===== src/pkg/nvwl_pkg.sv =====
// How it works
// - User words writable per exception fields.
// - Three exception fields decide permission.
// - Exception fields reset to zero.
// - Unlocked: word two free with bypass.
// - Word one free needs enable and bypass.
// - Locked without lock bypass: refuse all.
// - Locked with bypass: user words only.
// - Data registers hold 32 bits until start.
// - Start bit copies data to address.
// - Done flag at bit 0 of 0x20.
// - Store write takes up to 24 ms.
// - Shadow write completes in one cycle.
// - Violation ends write, sets done, warns.
// - Aborted store write sets error flag.
// - Code 0b0001 lowers read threshold.
// - Code 0b0010 raises read threshold.
// - Margin codes persist and read back.
// - Five-byte keycode grants write access.
// - Lock 0xC blocks store, 0x3 both.
// - Shadow sits 0x40 above store address.
package nvwl_pkg;
   // Each register is one bus word, at four times its index.
   localparam logic [5:0] NVWL_IDX_ADDR = 6'h02;
   localparam logic [5:0] NVWL_IDX_DATA_HI = 6'h04;
   localparam logic [5:0] NVWL_IDX_DATA_LO = 6'h06;
   localparam logic [5:0] NVWL_IDX_CTRL = 6'h08;
   localparam logic [5:0] NVWL_IDX_KEY = 6'h3C;
   localparam logic [7:0] NVWL_OFS_ADDR = {NVWL_IDX_ADDR, 2'h0};
   localparam logic [7:0] NVWL_OFS_DATA_HI = {NVWL_IDX_DATA_HI, 2'h0};
   localparam logic [7:0] NVWL_OFS_DATA_LO = {NVWL_IDX_DATA_LO, 2'h0};
   localparam logic [7:0] NVWL_OFS_CTRL = {NVWL_IDX_CTRL, 2'h0};
   localparam logic [7:0] NVWL_OFS_KEY = {NVWL_IDX_KEY, 2'h0};
   localparam logic [7:0] NVWL_OFS_CFG = 8'h40;
   localparam logic [7:0] NVWL_OFS_ERR = 8'h44;
   localparam logic [7:0] NVWL_OFS_SPECIAL = 8'h48;
   localparam int NVWL_START_BIT = 15;
   localparam int NVWL_WIP_BIT = 8;
   localparam int NVWL_DONE_BIT = 0;
   localparam int NVWL_VIOL_BIT = 1;
   localparam logic [7:0] NVWL_USER_TWO = 8'h17;
   localparam logic [7:0] NVWL_USER_ONE = 8'h1F;
   localparam logic [7:0] NVWL_SHADOW_OFS = 8'h40;
   localparam logic [3:0] NVWL_LOCK_NONE = 4'h0;
   localparam logic [3:0] NVWL_LOCK_STORE = 4'hC;
   localparam logic [3:0] NVWL_LOCK_ALL = 4'h3;
   localparam logic [3:0] NVWL_MARGIN_LOW = 4'h1;
   localparam logic [3:0] NVWL_MARGIN_HIGH = 4'h2;
   localparam logic [1:0] NVWL_THR_NORMAL = 2'h0;
   localparam logic [1:0] NVWL_THR_LOW = 2'h1;
   localparam logic [1:0] NVWL_THR_HIGH = 2'h2;
   localparam logic [7:0] NVWL_KEY0 = 8'h00;
   localparam logic [7:0] NVWL_KEY1 = 8'h27;
   localparam logic [7:0] NVWL_KEY2 = 8'h81;
   localparam logic [7:0] NVWL_KEY3 = 8'h1F;
   localparam logic [7:0] NVWL_KEY4 = 8'h77;
   localparam int NVWL_CLK_MHZ = 200;
   localparam int NVWL_NV_WRITE_MS = 24;
   localparam int NVWL_NV_WRITE_CYC = NVWL_NV_WRITE_MS * 1000 * NVWL_CLK_MHZ;
   localparam logic [31:0] NVWL_RST_DATA = 32'h0000_0000;
   typedef enum logic [1:0] {NVWL_IDLE, NVWL_DECIDE, NVWL_NV_BUSY}
      nvwl_state_t;
endpackage


===== src/hw/nvwl_permit.sv =====
`timescale 1ns/1ps
module nvwl_permit
   import nvwl_pkg::*;
(
   input wire logic [7:0] i_addr,
   input wire logic [3:0] i_lock,
   input wire logic i_user_en,
   input wire logic i_lock_byp,
   input wire logic i_unlock_byp,
   input wire logic i_keyed,
   output logic o_allow,
   output logic o_shadow
);
   logic [7:0] base;
   logic is_two;
   logic is_one;
   logic lock_hits;
   always_comb
   begin
      o_shadow = i_addr[6];
      base = i_addr & ~NVWL_SHADOW_OFS;
      is_two = base == NVWL_USER_TWO;
      is_one = base == NVWL_USER_ONE;
      // Store lock leaves shadow open; full lock covers both.
      lock_hits = i_lock == NVWL_LOCK_ALL ||
         (i_lock == NVWL_LOCK_STORE && !o_shadow);
      if (!lock_hits)
      begin
         if (is_two && i_unlock_byp)
            o_allow = 1'b1;
         else if (is_one && i_user_en && i_unlock_byp)
            o_allow = 1'b1;
         else
            o_allow = i_keyed;
      end
      else if (!i_lock_byp)
         o_allow = 1'b0;
      else if (is_two || (is_one && i_user_en))
         o_allow = i_unlock_byp || i_keyed;
      else
         o_allow = 1'b0;
   end
endmodule


===== src/hw/nvwl_top.sv =====
// Implementation choices: the APB slave port and the register addresses.
`timescale 1ns/1ps
module nvwl_top
   import nvwl_pkg::*;
#(
   parameter int NV_WRITE_CYC = nvwl_pkg::NVWL_NV_WRITE_CYC
)
(
   input wire logic i_sys_clk,
   input wire logic i_rstn,
   input wire logic i_psel,
   input wire logic i_penable,
   input wire logic i_pwrite,
   input wire logic [7:0] i_paddr,
   input wire logic [31:0] i_pwdata,
   input wire logic [3:0] i_pstrb,
   output logic [31:0] o_prdata,
   output logic o_pready,
   output logic o_pslverr,
   input wire logic i_nv_abort,
   output logic o_nv_we,
   output logic o_sh_we,
   output logic [7:0] o_wr_addr,
   output logic [31:0] o_wr_data,
   output logic [1:0] o_read_thr
);
   import nvwl_pkg::*;

   // ----------------------------------------------------------------
   // Bus decode
   // ----------------------------------------------------------------
   logic abort_s1;
   logic abort_s2;
   logic wr_acc;
   logic rd_acc;
   logic [7:0] ext_addr;
   logic [31:0] ext_data;
   logic [3:0] lock;
   logic user_en;
   logic lock_byp;
   logic unlock_byp;
   logic keyed;
   logic [2:0] key_step;
   logic [3:0] special;
   logic done;
   logic viol_warn;
   logic viol_err;
   logic busy;
   logic allow;
   logic shadow;
   logic addr_ok;
   logic start_req;
   logic [31:0] nv_cnt;
   nvwl_state_t state;
   logic [31:0] next_rdata;

   assign wr_acc = i_psel && i_penable && i_pwrite && o_pready;
   assign rd_acc = i_psel && !i_penable && !i_pwrite;
   assign addr_ok = i_paddr == NVWL_OFS_ADDR || i_paddr == NVWL_OFS_DATA_HI
      || i_paddr == NVWL_OFS_DATA_LO || i_paddr == NVWL_OFS_CTRL
      || i_paddr == NVWL_OFS_KEY || i_paddr == NVWL_OFS_CFG
      || i_paddr == NVWL_OFS_ERR || i_paddr == NVWL_OFS_SPECIAL;
   assign start_req = wr_acc && i_paddr == NVWL_OFS_CTRL && i_pstrb[1]
      && i_pwdata[NVWL_START_BIT];
   assign busy = state != NVWL_IDLE;

   // Ready in the access phase: one wait-free cycle after setup.
   always_ff @(posedge i_sys_clk or negedge i_rstn)
   begin
      if (!i_rstn)
      begin
         o_pready <= 1'b0;
         o_pslverr <= 1'b0;
      end
      else
      begin
         o_pready <= i_psel && !i_penable;
         o_pslverr <= i_psel && !i_penable && !addr_ok;
      end
   end

   // ----------------------------------------------------------------
   // Write registers
   // ----------------------------------------------------------------
   always_ff @(posedge i_sys_clk or negedge i_rstn)
   begin
      if (!i_rstn)
      begin
         ext_addr <= 8'h00;
         ext_data <= NVWL_RST_DATA;
      end
      else if (wr_acc)
      begin
         if (i_paddr == NVWL_OFS_ADDR && i_pstrb[0])
            ext_addr <= i_pwdata[7:0];
         // Data held untouched between loads; MSB in the high word.
         if (i_paddr == NVWL_OFS_DATA_HI && i_pstrb[1:0] == 2'b11)
            ext_data[31:16] <= i_pwdata[15:0];
         if (i_paddr == NVWL_OFS_DATA_LO && i_pstrb[1:0] == 2'b11)
            ext_data[15:0] <= i_pwdata[15:0];
      end
   end

   // Exception fields and lock; all zero after power-on.
   always_ff @(posedge i_sys_clk or negedge i_rstn)
   begin
      if (!i_rstn)
      begin
         user_en <= 1'b0;
         lock_byp <= 1'b0;
         unlock_byp <= 1'b0;
         lock <= NVWL_LOCK_NONE;
      end
      else if (wr_acc && i_paddr == NVWL_OFS_CFG && i_pstrb[0])
      begin
         user_en <= i_pwdata[4];
         lock_byp <= i_pwdata[5];
         unlock_byp <= i_pwdata[6];
         // A lock once set cannot be reversed.
         if (lock == NVWL_LOCK_NONE)
            lock <= i_pwdata[3:0];
      end
   end

   // ----------------------------------------------------------------
   // Keycode
   // ----------------------------------------------------------------
   always_ff @(posedge i_sys_clk or negedge i_rstn)
   begin
      if (!i_rstn)
      begin
         key_step <= 3'd0;
         keyed <= 1'b0;
      end
      else if (wr_acc && i_paddr == NVWL_OFS_KEY && i_pstrb[1] && !keyed)
      begin
         case (key_step)
            3'd0: key_step <= i_pwdata[15:8] == NVWL_KEY0 ? 3'd1 : 3'd0;
            3'd1: key_step <= i_pwdata[15:8] == NVWL_KEY1 ? 3'd2 : 3'd0;
            3'd2: key_step <= i_pwdata[15:8] == NVWL_KEY2 ? 3'd3 : 3'd0;
            3'd3: key_step <= i_pwdata[15:8] == NVWL_KEY3 ? 3'd4 : 3'd0;
            3'd4:
            begin
               keyed <= i_pwdata[15:8] == NVWL_KEY4;
               key_step <= 3'd0;
            end
            default: key_step <= 3'd0;
         endcase
      end
   end

   nvwl_permit u_permit
   (
      .i_addr(ext_addr),
      .i_lock(lock),
      .i_user_en(user_en),
      .i_lock_byp(lock_byp),
      .i_unlock_byp(unlock_byp),
      .i_keyed(keyed),
      .o_allow(allow),
      .o_shadow(shadow)
   );

   // ----------------------------------------------------------------
   // Extended write sequencer
   // ----------------------------------------------------------------
   always_ff @(posedge i_sys_clk or negedge i_rstn)
   begin
      if (!i_rstn)
      begin
         abort_s1 <= 1'b0;
         abort_s2 <= 1'b0;
      end
      else
      begin
         abort_s1 <= i_nv_abort;
         abort_s2 <= abort_s1;
      end
   end

   always_ff @(posedge i_sys_clk or negedge i_rstn)
   begin
      if (!i_rstn)
      begin
         state <= NVWL_IDLE;
         done <= 1'b0;
         viol_warn <= 1'b0;
         viol_err <= 1'b0;
         nv_cnt <= 32'h0000_0000;
         o_nv_we <= 1'b0;
         o_sh_we <= 1'b0;
         o_wr_addr <= 8'h00;
         o_wr_data <= NVWL_RST_DATA;
      end
      else
      begin
         o_nv_we <= 1'b0;
         o_sh_we <= 1'b0;
         if (wr_acc && i_paddr == NVWL_OFS_ERR && i_pstrb[0])
         begin
            if (i_pwdata[NVWL_VIOL_BIT])
               viol_warn <= 1'b0;
            if (i_pwdata[NVWL_DONE_BIT])
               viol_err <= 1'b0;
         end
         case (state)
            NVWL_IDLE:
               if (start_req)
               begin
                  done <= 1'b0;
                  state <= NVWL_DECIDE;
               end
            NVWL_DECIDE:
            begin
               o_wr_addr <= ext_addr;
               o_wr_data <= ext_data;
               if (!allow)
               begin
                  done <= 1'b1;
                  viol_warn <= 1'b1;
                  state <= NVWL_IDLE;
               end
               else if (shadow)
               begin
                  o_sh_we <= 1'b1;
                  done <= 1'b1;
                  state <= NVWL_IDLE;
               end
               else
               begin
                  o_nv_we <= 1'b1;
                  nv_cnt <= 32'h0000_0000;
                  state <= NVWL_NV_BUSY;
               end
            end
            NVWL_NV_BUSY:
            begin
               nv_cnt <= nv_cnt + 32'h0000_0001;
               if (abort_s2)
               begin
                  viol_err <= 1'b1;
                  viol_warn <= 1'b1;
                  done <= 1'b1;
                  state <= NVWL_IDLE;
               end
               else if (nv_cnt >= 32'(NV_WRITE_CYC - 1))
               begin
                  done <= 1'b1;
                  state <= NVWL_IDLE;
               end
            end
            default: state <= NVWL_IDLE;
         endcase
      end
   end

   // ----------------------------------------------------------------
   // Margin threshold
   // ----------------------------------------------------------------
   always_ff @(posedge i_sys_clk or negedge i_rstn)
   begin
      if (!i_rstn)
      begin
         special <= 4'h0;
         o_read_thr <= NVWL_THR_NORMAL;
      end
      else
      begin
         if (wr_acc && i_paddr == NVWL_OFS_SPECIAL && i_pstrb[0])
            special <= i_pwdata[3:0];
         if (special == NVWL_MARGIN_LOW)
            o_read_thr <= NVWL_THR_LOW;
         else if (special == NVWL_MARGIN_HIGH)
            o_read_thr <= NVWL_THR_HIGH;
         else
            o_read_thr <= NVWL_THR_NORMAL;
      end
   end

   // ----------------------------------------------------------------
   // Read data
   // ----------------------------------------------------------------
   always_comb
   begin
      next_rdata = 32'h0000_0000;
      case (i_paddr)
         NVWL_OFS_ADDR: next_rdata[7:0] = ext_addr;
         NVWL_OFS_DATA_HI: next_rdata[15:0] = ext_data[31:16];
         NVWL_OFS_DATA_LO: next_rdata[15:0] = ext_data[15:0];
         NVWL_OFS_CTRL:
         begin
            next_rdata[NVWL_WIP_BIT] = busy;
            next_rdata[NVWL_DONE_BIT] = done;
         end
         NVWL_OFS_CFG:
            next_rdata[6:0] = {unlock_byp, lock_byp, user_en, lock};
         NVWL_OFS_ERR:
            next_rdata[1:0] = {viol_warn, viol_err};
         NVWL_OFS_SPECIAL: next_rdata[3:0] = special;
         default: next_rdata = 32'h0000_0000;
      endcase
   end

   always_ff @(posedge i_sys_clk or negedge i_rstn)
   begin
      if (!i_rstn)
         o_prdata <= 32'h0000_0000;
      else if (rd_acc)
         o_prdata <= next_rdata;
   end

   // ----------------------------------------------------------------
   // Checks
   // ----------------------------------------------------------------
   a_locked_refuse: assert property (
      @(posedge i_sys_clk) disable iff (!i_rstn)
      state == NVWL_DECIDE && lock == NVWL_LOCK_ALL && !lock_byp
      |=> !o_nv_we && !o_sh_we && done && viol_warn)
      else $error("locked write not refused");
   a_viol_done: assert property (
      @(posedge i_sys_clk) disable iff (!i_rstn)
      state == NVWL_DECIDE && !allow |=> done && state == NVWL_IDLE)
      else $error("violation did not end write");
   a_shadow_one: assert property (
      @(posedge i_sys_clk) disable iff (!i_rstn)
      state == NVWL_DECIDE && allow && shadow |=> o_sh_we && done)
      else $error("shadow write not single cycle");
   a_start_clear: assert property (
      @(posedge i_sys_clk) disable iff (!i_rstn)
      state == NVWL_IDLE && start_req |=> !done ##1 (busy || done))
      else $error("done not cleared on start");
   a_abort_err: assert property (
      @(posedge i_sys_clk) disable iff (!i_rstn)
      state == NVWL_NV_BUSY && abort_s2 |=> viol_err && done)
      else $error("abort did not set error");
   a_user_two: assert property (
      @(posedge i_sys_clk) disable iff (!i_rstn)
      lock == NVWL_LOCK_NONE && unlock_byp && ext_addr == NVWL_USER_TWO
      |-> allow)
      else $error("user word two refused");
   a_margin_low: assert property (
      @(posedge i_sys_clk) disable iff (!i_rstn)
      special == NVWL_MARGIN_LOW |=> o_read_thr == NVWL_THR_LOW)
      else $error("low threshold not selected");
   a_margin_high: assert property (
      @(posedge i_sys_clk) disable iff (!i_rstn)
      special == NVWL_MARGIN_HIGH |=> o_read_thr == NVWL_THR_HIGH)
      else $error("high threshold not selected");
   a_data_copy: assert property (
      @(posedge i_sys_clk) disable iff (!i_rstn)
      state == NVWL_DECIDE |=> o_wr_data == $past(ext_data))
      else $error("write data not copied");
endmodule


===== config.mk =====
export PLATFORM = sky130hd
export DESIGN_NAME = nvwl_top
export DESIGN_NICKNAME = d
export VERILOG_FILES = /design/src/pkg/nvwl_pkg.sv /design/src/hw/nvwl_permit.sv /design/src/hw/nvwl_top.sv
export SDC_FILE = /design/constraint.sdc
export NUM_CORES = 1
export LEC_CHECK = 0
export BUFFER_PORTS_ARGS = -buffer_cell sky130_fd_sc_hd__buf_2
export CAP_MARGIN = 5
export CORE_ASPECT_RATIO = 1.2
export CORE_MARGIN = 2
export CORE_UTILIZATION = 40
export DETAILED_ROUTE_END_ITERATION = 6
export PLACE_DENSITY_LB_ADDON = 0.08
export RECOVER_POWER = 25
export SETUP_SLACK_MARGIN = 0.5
export SLEW_MARGIN = 30
export SYNTH_ARGS = -nofsm -noshare
export SYNTH_HDL_FRONTEND = slang
export SYNTH_SLANG_ARGS = --single-unit

===== constraint.sdc =====
create_clock -name i_sys_clk -period 2.6 [get_ports i_sys_clk]
set_clock_uncertainty 0.05 [all_clocks]
set_input_delay 0.39 -clock i_sys_clk [delete_from_list [all_inputs] [get_ports i_sys_clk]]
set_output_delay 0.39 -clock i_sys_clk [all_outputs]
set_load 0.1 [all_outputs]

==> flow_metrics.tcl, run 1 <==
set metrics [dict create \
    numCtsBuffers 17 \
    grt_pass1_vias 5943 \
    grt_max_degree 56 \
    syn2layout_area_growth_pct 21.0 \
    slew_viol_final 0 \
    crit_arrival_ns 2.43 \
    root_buffer "clkbuf_16" \
    syn-cell-area_sq_um 7750 \
    period_needed_ns 2.17 \
    endpoint_kind "register" \
    finalSetupTns_ns 0 \
    io_pins 128 \
    design_area_sq_um 9390 \
    rsz0062_at_grt "true" \
    worstSetupStartpointType "register" \
    htree_levels 4 \
    multiInputGateArea_sq_um 3660 \
    worst-setup-path-type "register to register" \
    worst_slew_pin_slew_ns 1.37 \
    finalHoldViolCount 0 \
    instances_no_fill 1051 \
    core_sq_um 18900 \
    synth.distinct_cells 72 \
    start_util_pct 41.0 \
    status "completed" \
    avgSynthCellArea_sq_um 11.5 \
    drt-initial-drc-count 351 \
    hp-class "input port to register" \
    finalPower_mw 6.23 \
    cts_tree "yes" \
    core.rowCount 55 \
    setup_violations 0 \
    drcViolationCount 0 \
    dpl_cell_area_sq_um 8490 \
    grt_usage_pct 20.4 \
    ys_seq_area_share_pct 50.3 \
    holdWs_ns 0.0349 \
    die_y_um 157 \
    placedCellCount 1005 \
    synth_top_area_share_pct 50.3 \
    max_freq_mhz 461 \
    die_area_sq_um 20500 \
    leakagePower_nw 4.41 \
    postRouteAntennaNets 0 \
    syn_inst 673 \
    fin_crit_sh_pct 83.5 \
    grt_pass1_wl_mm 33.0 \
    overflow 0 \
    first_pass_iters 5 \
    yosysWarnings 0 \
    max_slew_margin_pct 8.43 \
    cp_max_fo 4 \
    layout_commonest_cell "dfrtp_1" \
    wire_per_inst_um 19.3 \
    layout.nets 837 \
    vdd_drop_max_mv 0.474 \
    num_antenna_cells 0 \
    ys.flop_type "dfrtp_1" \
    fillers 1757 \
    clock-sinks 156 \
    ys_async_sr_fraction_pct 100 \
    wl_mm 20.3 \
    die_w_um 131 \
    vias 5850 \
    hpwl_mm 13.6 \
    viasPerCell 5.57 \
    worst_ep_required_time_ns 2.86 \
    synth_edf_count 0 \
    path_clk_slew_ns 0.06 \
    antenna_found_initial 2 \
    clk_path_buf_depth 2 \
    mostFrequentLayoutCells "dfrtp_1, buf_2, mux2_2" \
    synth-seq-cells 156 \
    yosys.area.top_type "dfrtp_1" \
    power_density_nw_per_um2 664 \
    register_area_sq_um 3910 \
    drive_above_1_share_pct 35.6 \
    port-buffer-count 93 \
    clkLatencyLatePin_ns 0.43 \
    synthTopCellsByArea "dfrtp_1, mux2_2, a22oi_1, a21oi_1, buf_4" \
    routabilityCongestion 0.854 \
    drv_cap 0 \
]
[flip-flops by register name (all words and copies together), names as in the netlist, 2 cells and up]
| register | cells |
|---|---|
| nv_cnt | 32 |
| special | 4 |
| lock | 4 |
| o_wr_addr | 8 |
| key_step | 3 |
| ext_data | 32 |
| o_read_thr | 2 |
| ext_addr | 8 |
| o_wr_data | 32 |
| o_prdata | 16 |
| state | 2 |
[cell families after synthesis]
logic type | share of synthesized area (%)
mux | 14.2
flops | 50.3
fa+ha+maj | 0.807
simple gates | 14.0
buf+inv | 5.16
other cells | 0.0484
compound gates | 15.2
xor+xnor | 0.226
[layer usage]
layer	vias to the layer above	share of wire, %	global-route usage [%]
met4	2	2.0	7.40
met2	120	52	35.7
met1	2976	42	25.4
met5	-	0.054	0
met3	26	3.7	3.89
li1	2726	-	-
[synthesized netlist by cell type (8+ instances only)]
cell type	n
a2111oi_0	11
a21o_1	14
a21oi_1	31
a22oi_1	21
and3_1	10
buf_4	20
buf_6	8
clkbuf_1	21
dfrtp_1	156
inv_1	8
mux2_1	10
mux2_2	77
mux2i_1	12
nand2_1	28
nand3_1	28
nand4_1	11
nor2_1	32
o21ai_0	24
o21ai_1	8
o21bai_1	9
[through the flow]
stage               setup WS, ns  util (%)
finish                     0.430      49.6
global route               0.323      49.6
CTS                        0.451      48.8
detailed placement         0.262      44.8
global placement           0.307      44.8
floorplan                  0.504         -
[final cells by class]
cell class | instances | share of cell area (%)
clock buffers | 18 | 4.68
clock inverters | 14 | 1.68
inverters | 9 | 0.400
multi-input cells | 464 | 39.0
flip-flops and latches | 156 | 41.7
well taps | 256 | 3.41
repair buffers | 134 | 9.12
[path summary, 6_finish.rpt]
check / from / to / slack [ns] / cells past startpoint
max: lock[0] / done / 0.43 / 7
min: i_nv_abort / abort_s1 / 0.03 / 1
max reg2reg: lock[0] / done / 0.43 / 7
min reg2reg: abort_s1 / abort_s2 / 0.30 / 0
max in group asynchronous: i_rstn / nv_cnt[21] / 0.63 / 3
min in group asynchronous: i_rstn / o_nv_we / 0.78 / 2
[worst max-delay path, stage by stage, from the launching register on]
cell	delay (ns)
dfrtp_1	0.38
or2_4	0.26
buf_6	0.11
o22a_1	0.19
a31oi_4	0.31
inv_2	0.11
nor4b_4	0.31
mux2_4	0.33
[report_power, final]
| part | internal [mW] | leakage (nW) | total, mW | switching, mW |
|---|---|---|---|---|
| logic | 0.300 | 1.99 | 1.13 | 0.835 |
| clock network | 1.46 | 0.296 | 2.52 | 1.07 |
| registers | 2.51 | 2.12 | 2.57 | 0.0617 |
| total | 4.27 | 4.41 | 6.23 | 1.96 |
[timing repair]
action                     CTS  global route
cloned                       1             0
hold endpoints to repair    50             0
buffers inserted             6             6
setup endpoints to repair   28            36
resized for setup            9            26
pin swaps                    5             7
hold buffers                 1             0
No activity file was read; power rests on OpenSTA's default activity.
==> run 2, diff against run 1 <==
ABC_AREA = 1   (was unset)
clock period = 1.77 ns   (was 2.6 ns; I/O delays follow)
==> run 2 against run 1 <==
- hold slack got worse by 0.0084 ns
- die area increased by 0.41%
- cell area increased by 29%
- maximum frequency is 35% higher
==> flow_metrics.tcl, run 2 <==
set metrics [dict create \
    status "completed" \
    wl_mm 25.7 \
    drive_above_1_share_pct 41.8 \
    drv_cap 0 \
    core_sq_um 19000 \
    port-buffer-count 93 \
    setup_violations 0 \
    clk_path_buf_depth 2 \
    dpl_cell_area_sq_um 8810 \
    syn_inst 964 \
    first_pass_iters 5 \
    synth_edf_count 0 \
    syn-cell-area_sq_um 7790 \
    yosysMostFrequentCell "nand2_1" \
    vdd_drop_max_mv 0.728 \
    cp_max_fo 17 \
    place_ws_ns -0.0132 \
    worst-setup-path-type "register to register" \
    syn2layout_area_growth_pct 56.0 \
    avgSynthCellArea_sq_um 8.08 \
    ys_async_sr_fraction_pct 100 \
    num_antenna_cells 0 \
    grt_usage_pct 22.8 \
    yosysWarnings 0 \
    clkLatencyLatePin_ns 0.43 \
    synthTopCellsByArea "dfrtp_1, nand2_1, inv_1, o21ai_1, o21ai_0" \
    synth_common_cells "nand2_1, dfrtp_1, inv_1" \
    finalHoldViolCount 0 \
    postRouteAntennaNets 0 \
    root_buffer "clkbuf_16" \
    yosys.area.top_type "dfrtp_1" \
    path_clk_slew_ns 0.07 \
    slew_viol_final 0 \
    antenna_found_initial 1 \
    start_util_pct 41.0 \
    ys_seq_area_share_pct 50.1 \
    grt_pass1_wl_mm 36.8 \
    worst_ep_required_time_ns 2.03 \
    reg2regPathDepth 11 \
    finalWorstSetupSlack_ns 0.162 \
    fin_crit_sh_pct 90.8 \
    period_needed_ns 1.61 \
    numCtsBuffers 17 \
    hpwl_mm 15.4 \
    htree_levels 4 \
    layout_commonest_cell "nand2_1" \
    synth.distinct_cells 37 \
    synth-seq-cells 156 \
    design_area_sq_um 12100 \
    instances_no_fill 1428 \
    core.rowCount 55 \
    vias 7131 \
    holdWs_ns 0.0265 \
    worstSetupStartpointType "register" \
    wire_per_inst_um 18.0 \
    cts_tree "yes" \
    layout.nets 1214 \
    clock-sinks 156 \
    crit_arrival_ns 1.87 \
    viasPerCell 4.99 \
    die_w_um 131 \
    mostFrequentLayoutCells "nand2_1, dfrtp_1, inv_1" \
    synth_top_area_share_pct 50.1 \
    routabilityCongestion 0.843 \
    leakagePower_nw 5.51 \
    drcViolationCount 0 \
    finalPower_mw 11.0 \
    placedCellCount 1312 \
    reg.largest.list "ext_data (32), nv_cnt (32), o_wr_data (32)" \
    final_util_pct 64.0 \
    io_pins 128 \
    ys.flop_type "dfrtp_1" \
    min_delay_path_depth 3 \
    finalSetupTns_ns 0 \
    overflow 0 \
    endpoint_kind "register" \
    die_area_sq_um 20600 \
    die_y_um 157 \
    rsz0062_at_grt "true" \
    grt_pass1_vias 6922 \
    hp-class "input port to register" \
    power_density_nw_per_um2 907 \
    grt_max_degree 67 \
    max_freq_mhz 622 \
    drt-initial-drc-count 415 \
]
run 2: cell count changes after synthesis, moves of 12 or more:
cell and delta:
o21ai_0 +23, a21oi_1 -22, nand2_1 +292, o21ai_1 +61, nor2_1 +26, a21o_1 -13, mux2i_1 -12, xor2_1 +13
inv_1 +97, mux2_2 -77, a22oi_1 -21, clkbuf_1 -13
run 2: critical path, stage by stage, from the launching register on:
cell	delay [ns]
dfrtp_1	0.39
inv_2	0.06
nand2_1	0.05
nor2_2	0.14
nand3_2	0.09
nand2_2	0.11
nand3_4	0.10
nand2_4	0.10
buf_12	0.18
inv_16	0.07
nand2_1	0.07
o21ai_1	0.06
run 2: power breakdown:
part	internal, mW	switching, mW
sequential	3.65	0.0958
combinational	1.43	2.22
clock	1.88	1.74
run 2: cell type report:
cell class	instances	area (sq um)
Sequential cell	156	3940
Clock inverter	15	151
Tap cell	256	320
Clock buffer	17	425
Fill cell	1630	6840
Timing Repair Buffer	200	2650
Timing Repair inverter	2	36.3
Inverter	110	454
Multi-Input combinational cell	672	4170
run 2: worst paths after layout:
kind                                   from          end  slack (ns)
worst max-delay path            ext_addr[5]   nv_cnt[11]        0.16
worst min-delay path            i_pwdata[5]     lock_byp        0.03
max in group asynchronous            i_rstn  ext_addr[1]        0.74
min in group asynchronous            i_rstn  o_prdata[7]        0.30
worst min register to register     abort_s1     abort_s2        0.30
worst max register to register  ext_addr[5]   nv_cnt[11]        0.16
run 2: what timing repair did:
action	CTS	global route
gates cloned	4	16
pin swaps	15	27
resized for setup	296	230
hold buffers	3	0
buffers inserted	31	30
setup endpoints to repair	196	207
hold endpoints to repair	37	0
run 2: cells by family after synthesis:
family / Yosys count / synth area share (%)
other: 1 / 0.0482
and+or+nand+nor: 473 / 26.8
AOI/OAI and AO/OA: 156 / 11.1
buffers and inverters: 152 / 8.71
adders and majority gates: 5 / 0.803
DFF: 156 / 50.1
xor gates and xnor gates: 21 / 2.36
run 2: per-layer routing:
layer	share of wire, %	up-vias	global-route usage (%)
met5	0.027	-	0
met4	3.8	2	8.13
met3	3.5	62	3.76
met2	53	175	40.5
met1	40	3461	28.2
li1	-	3431	-
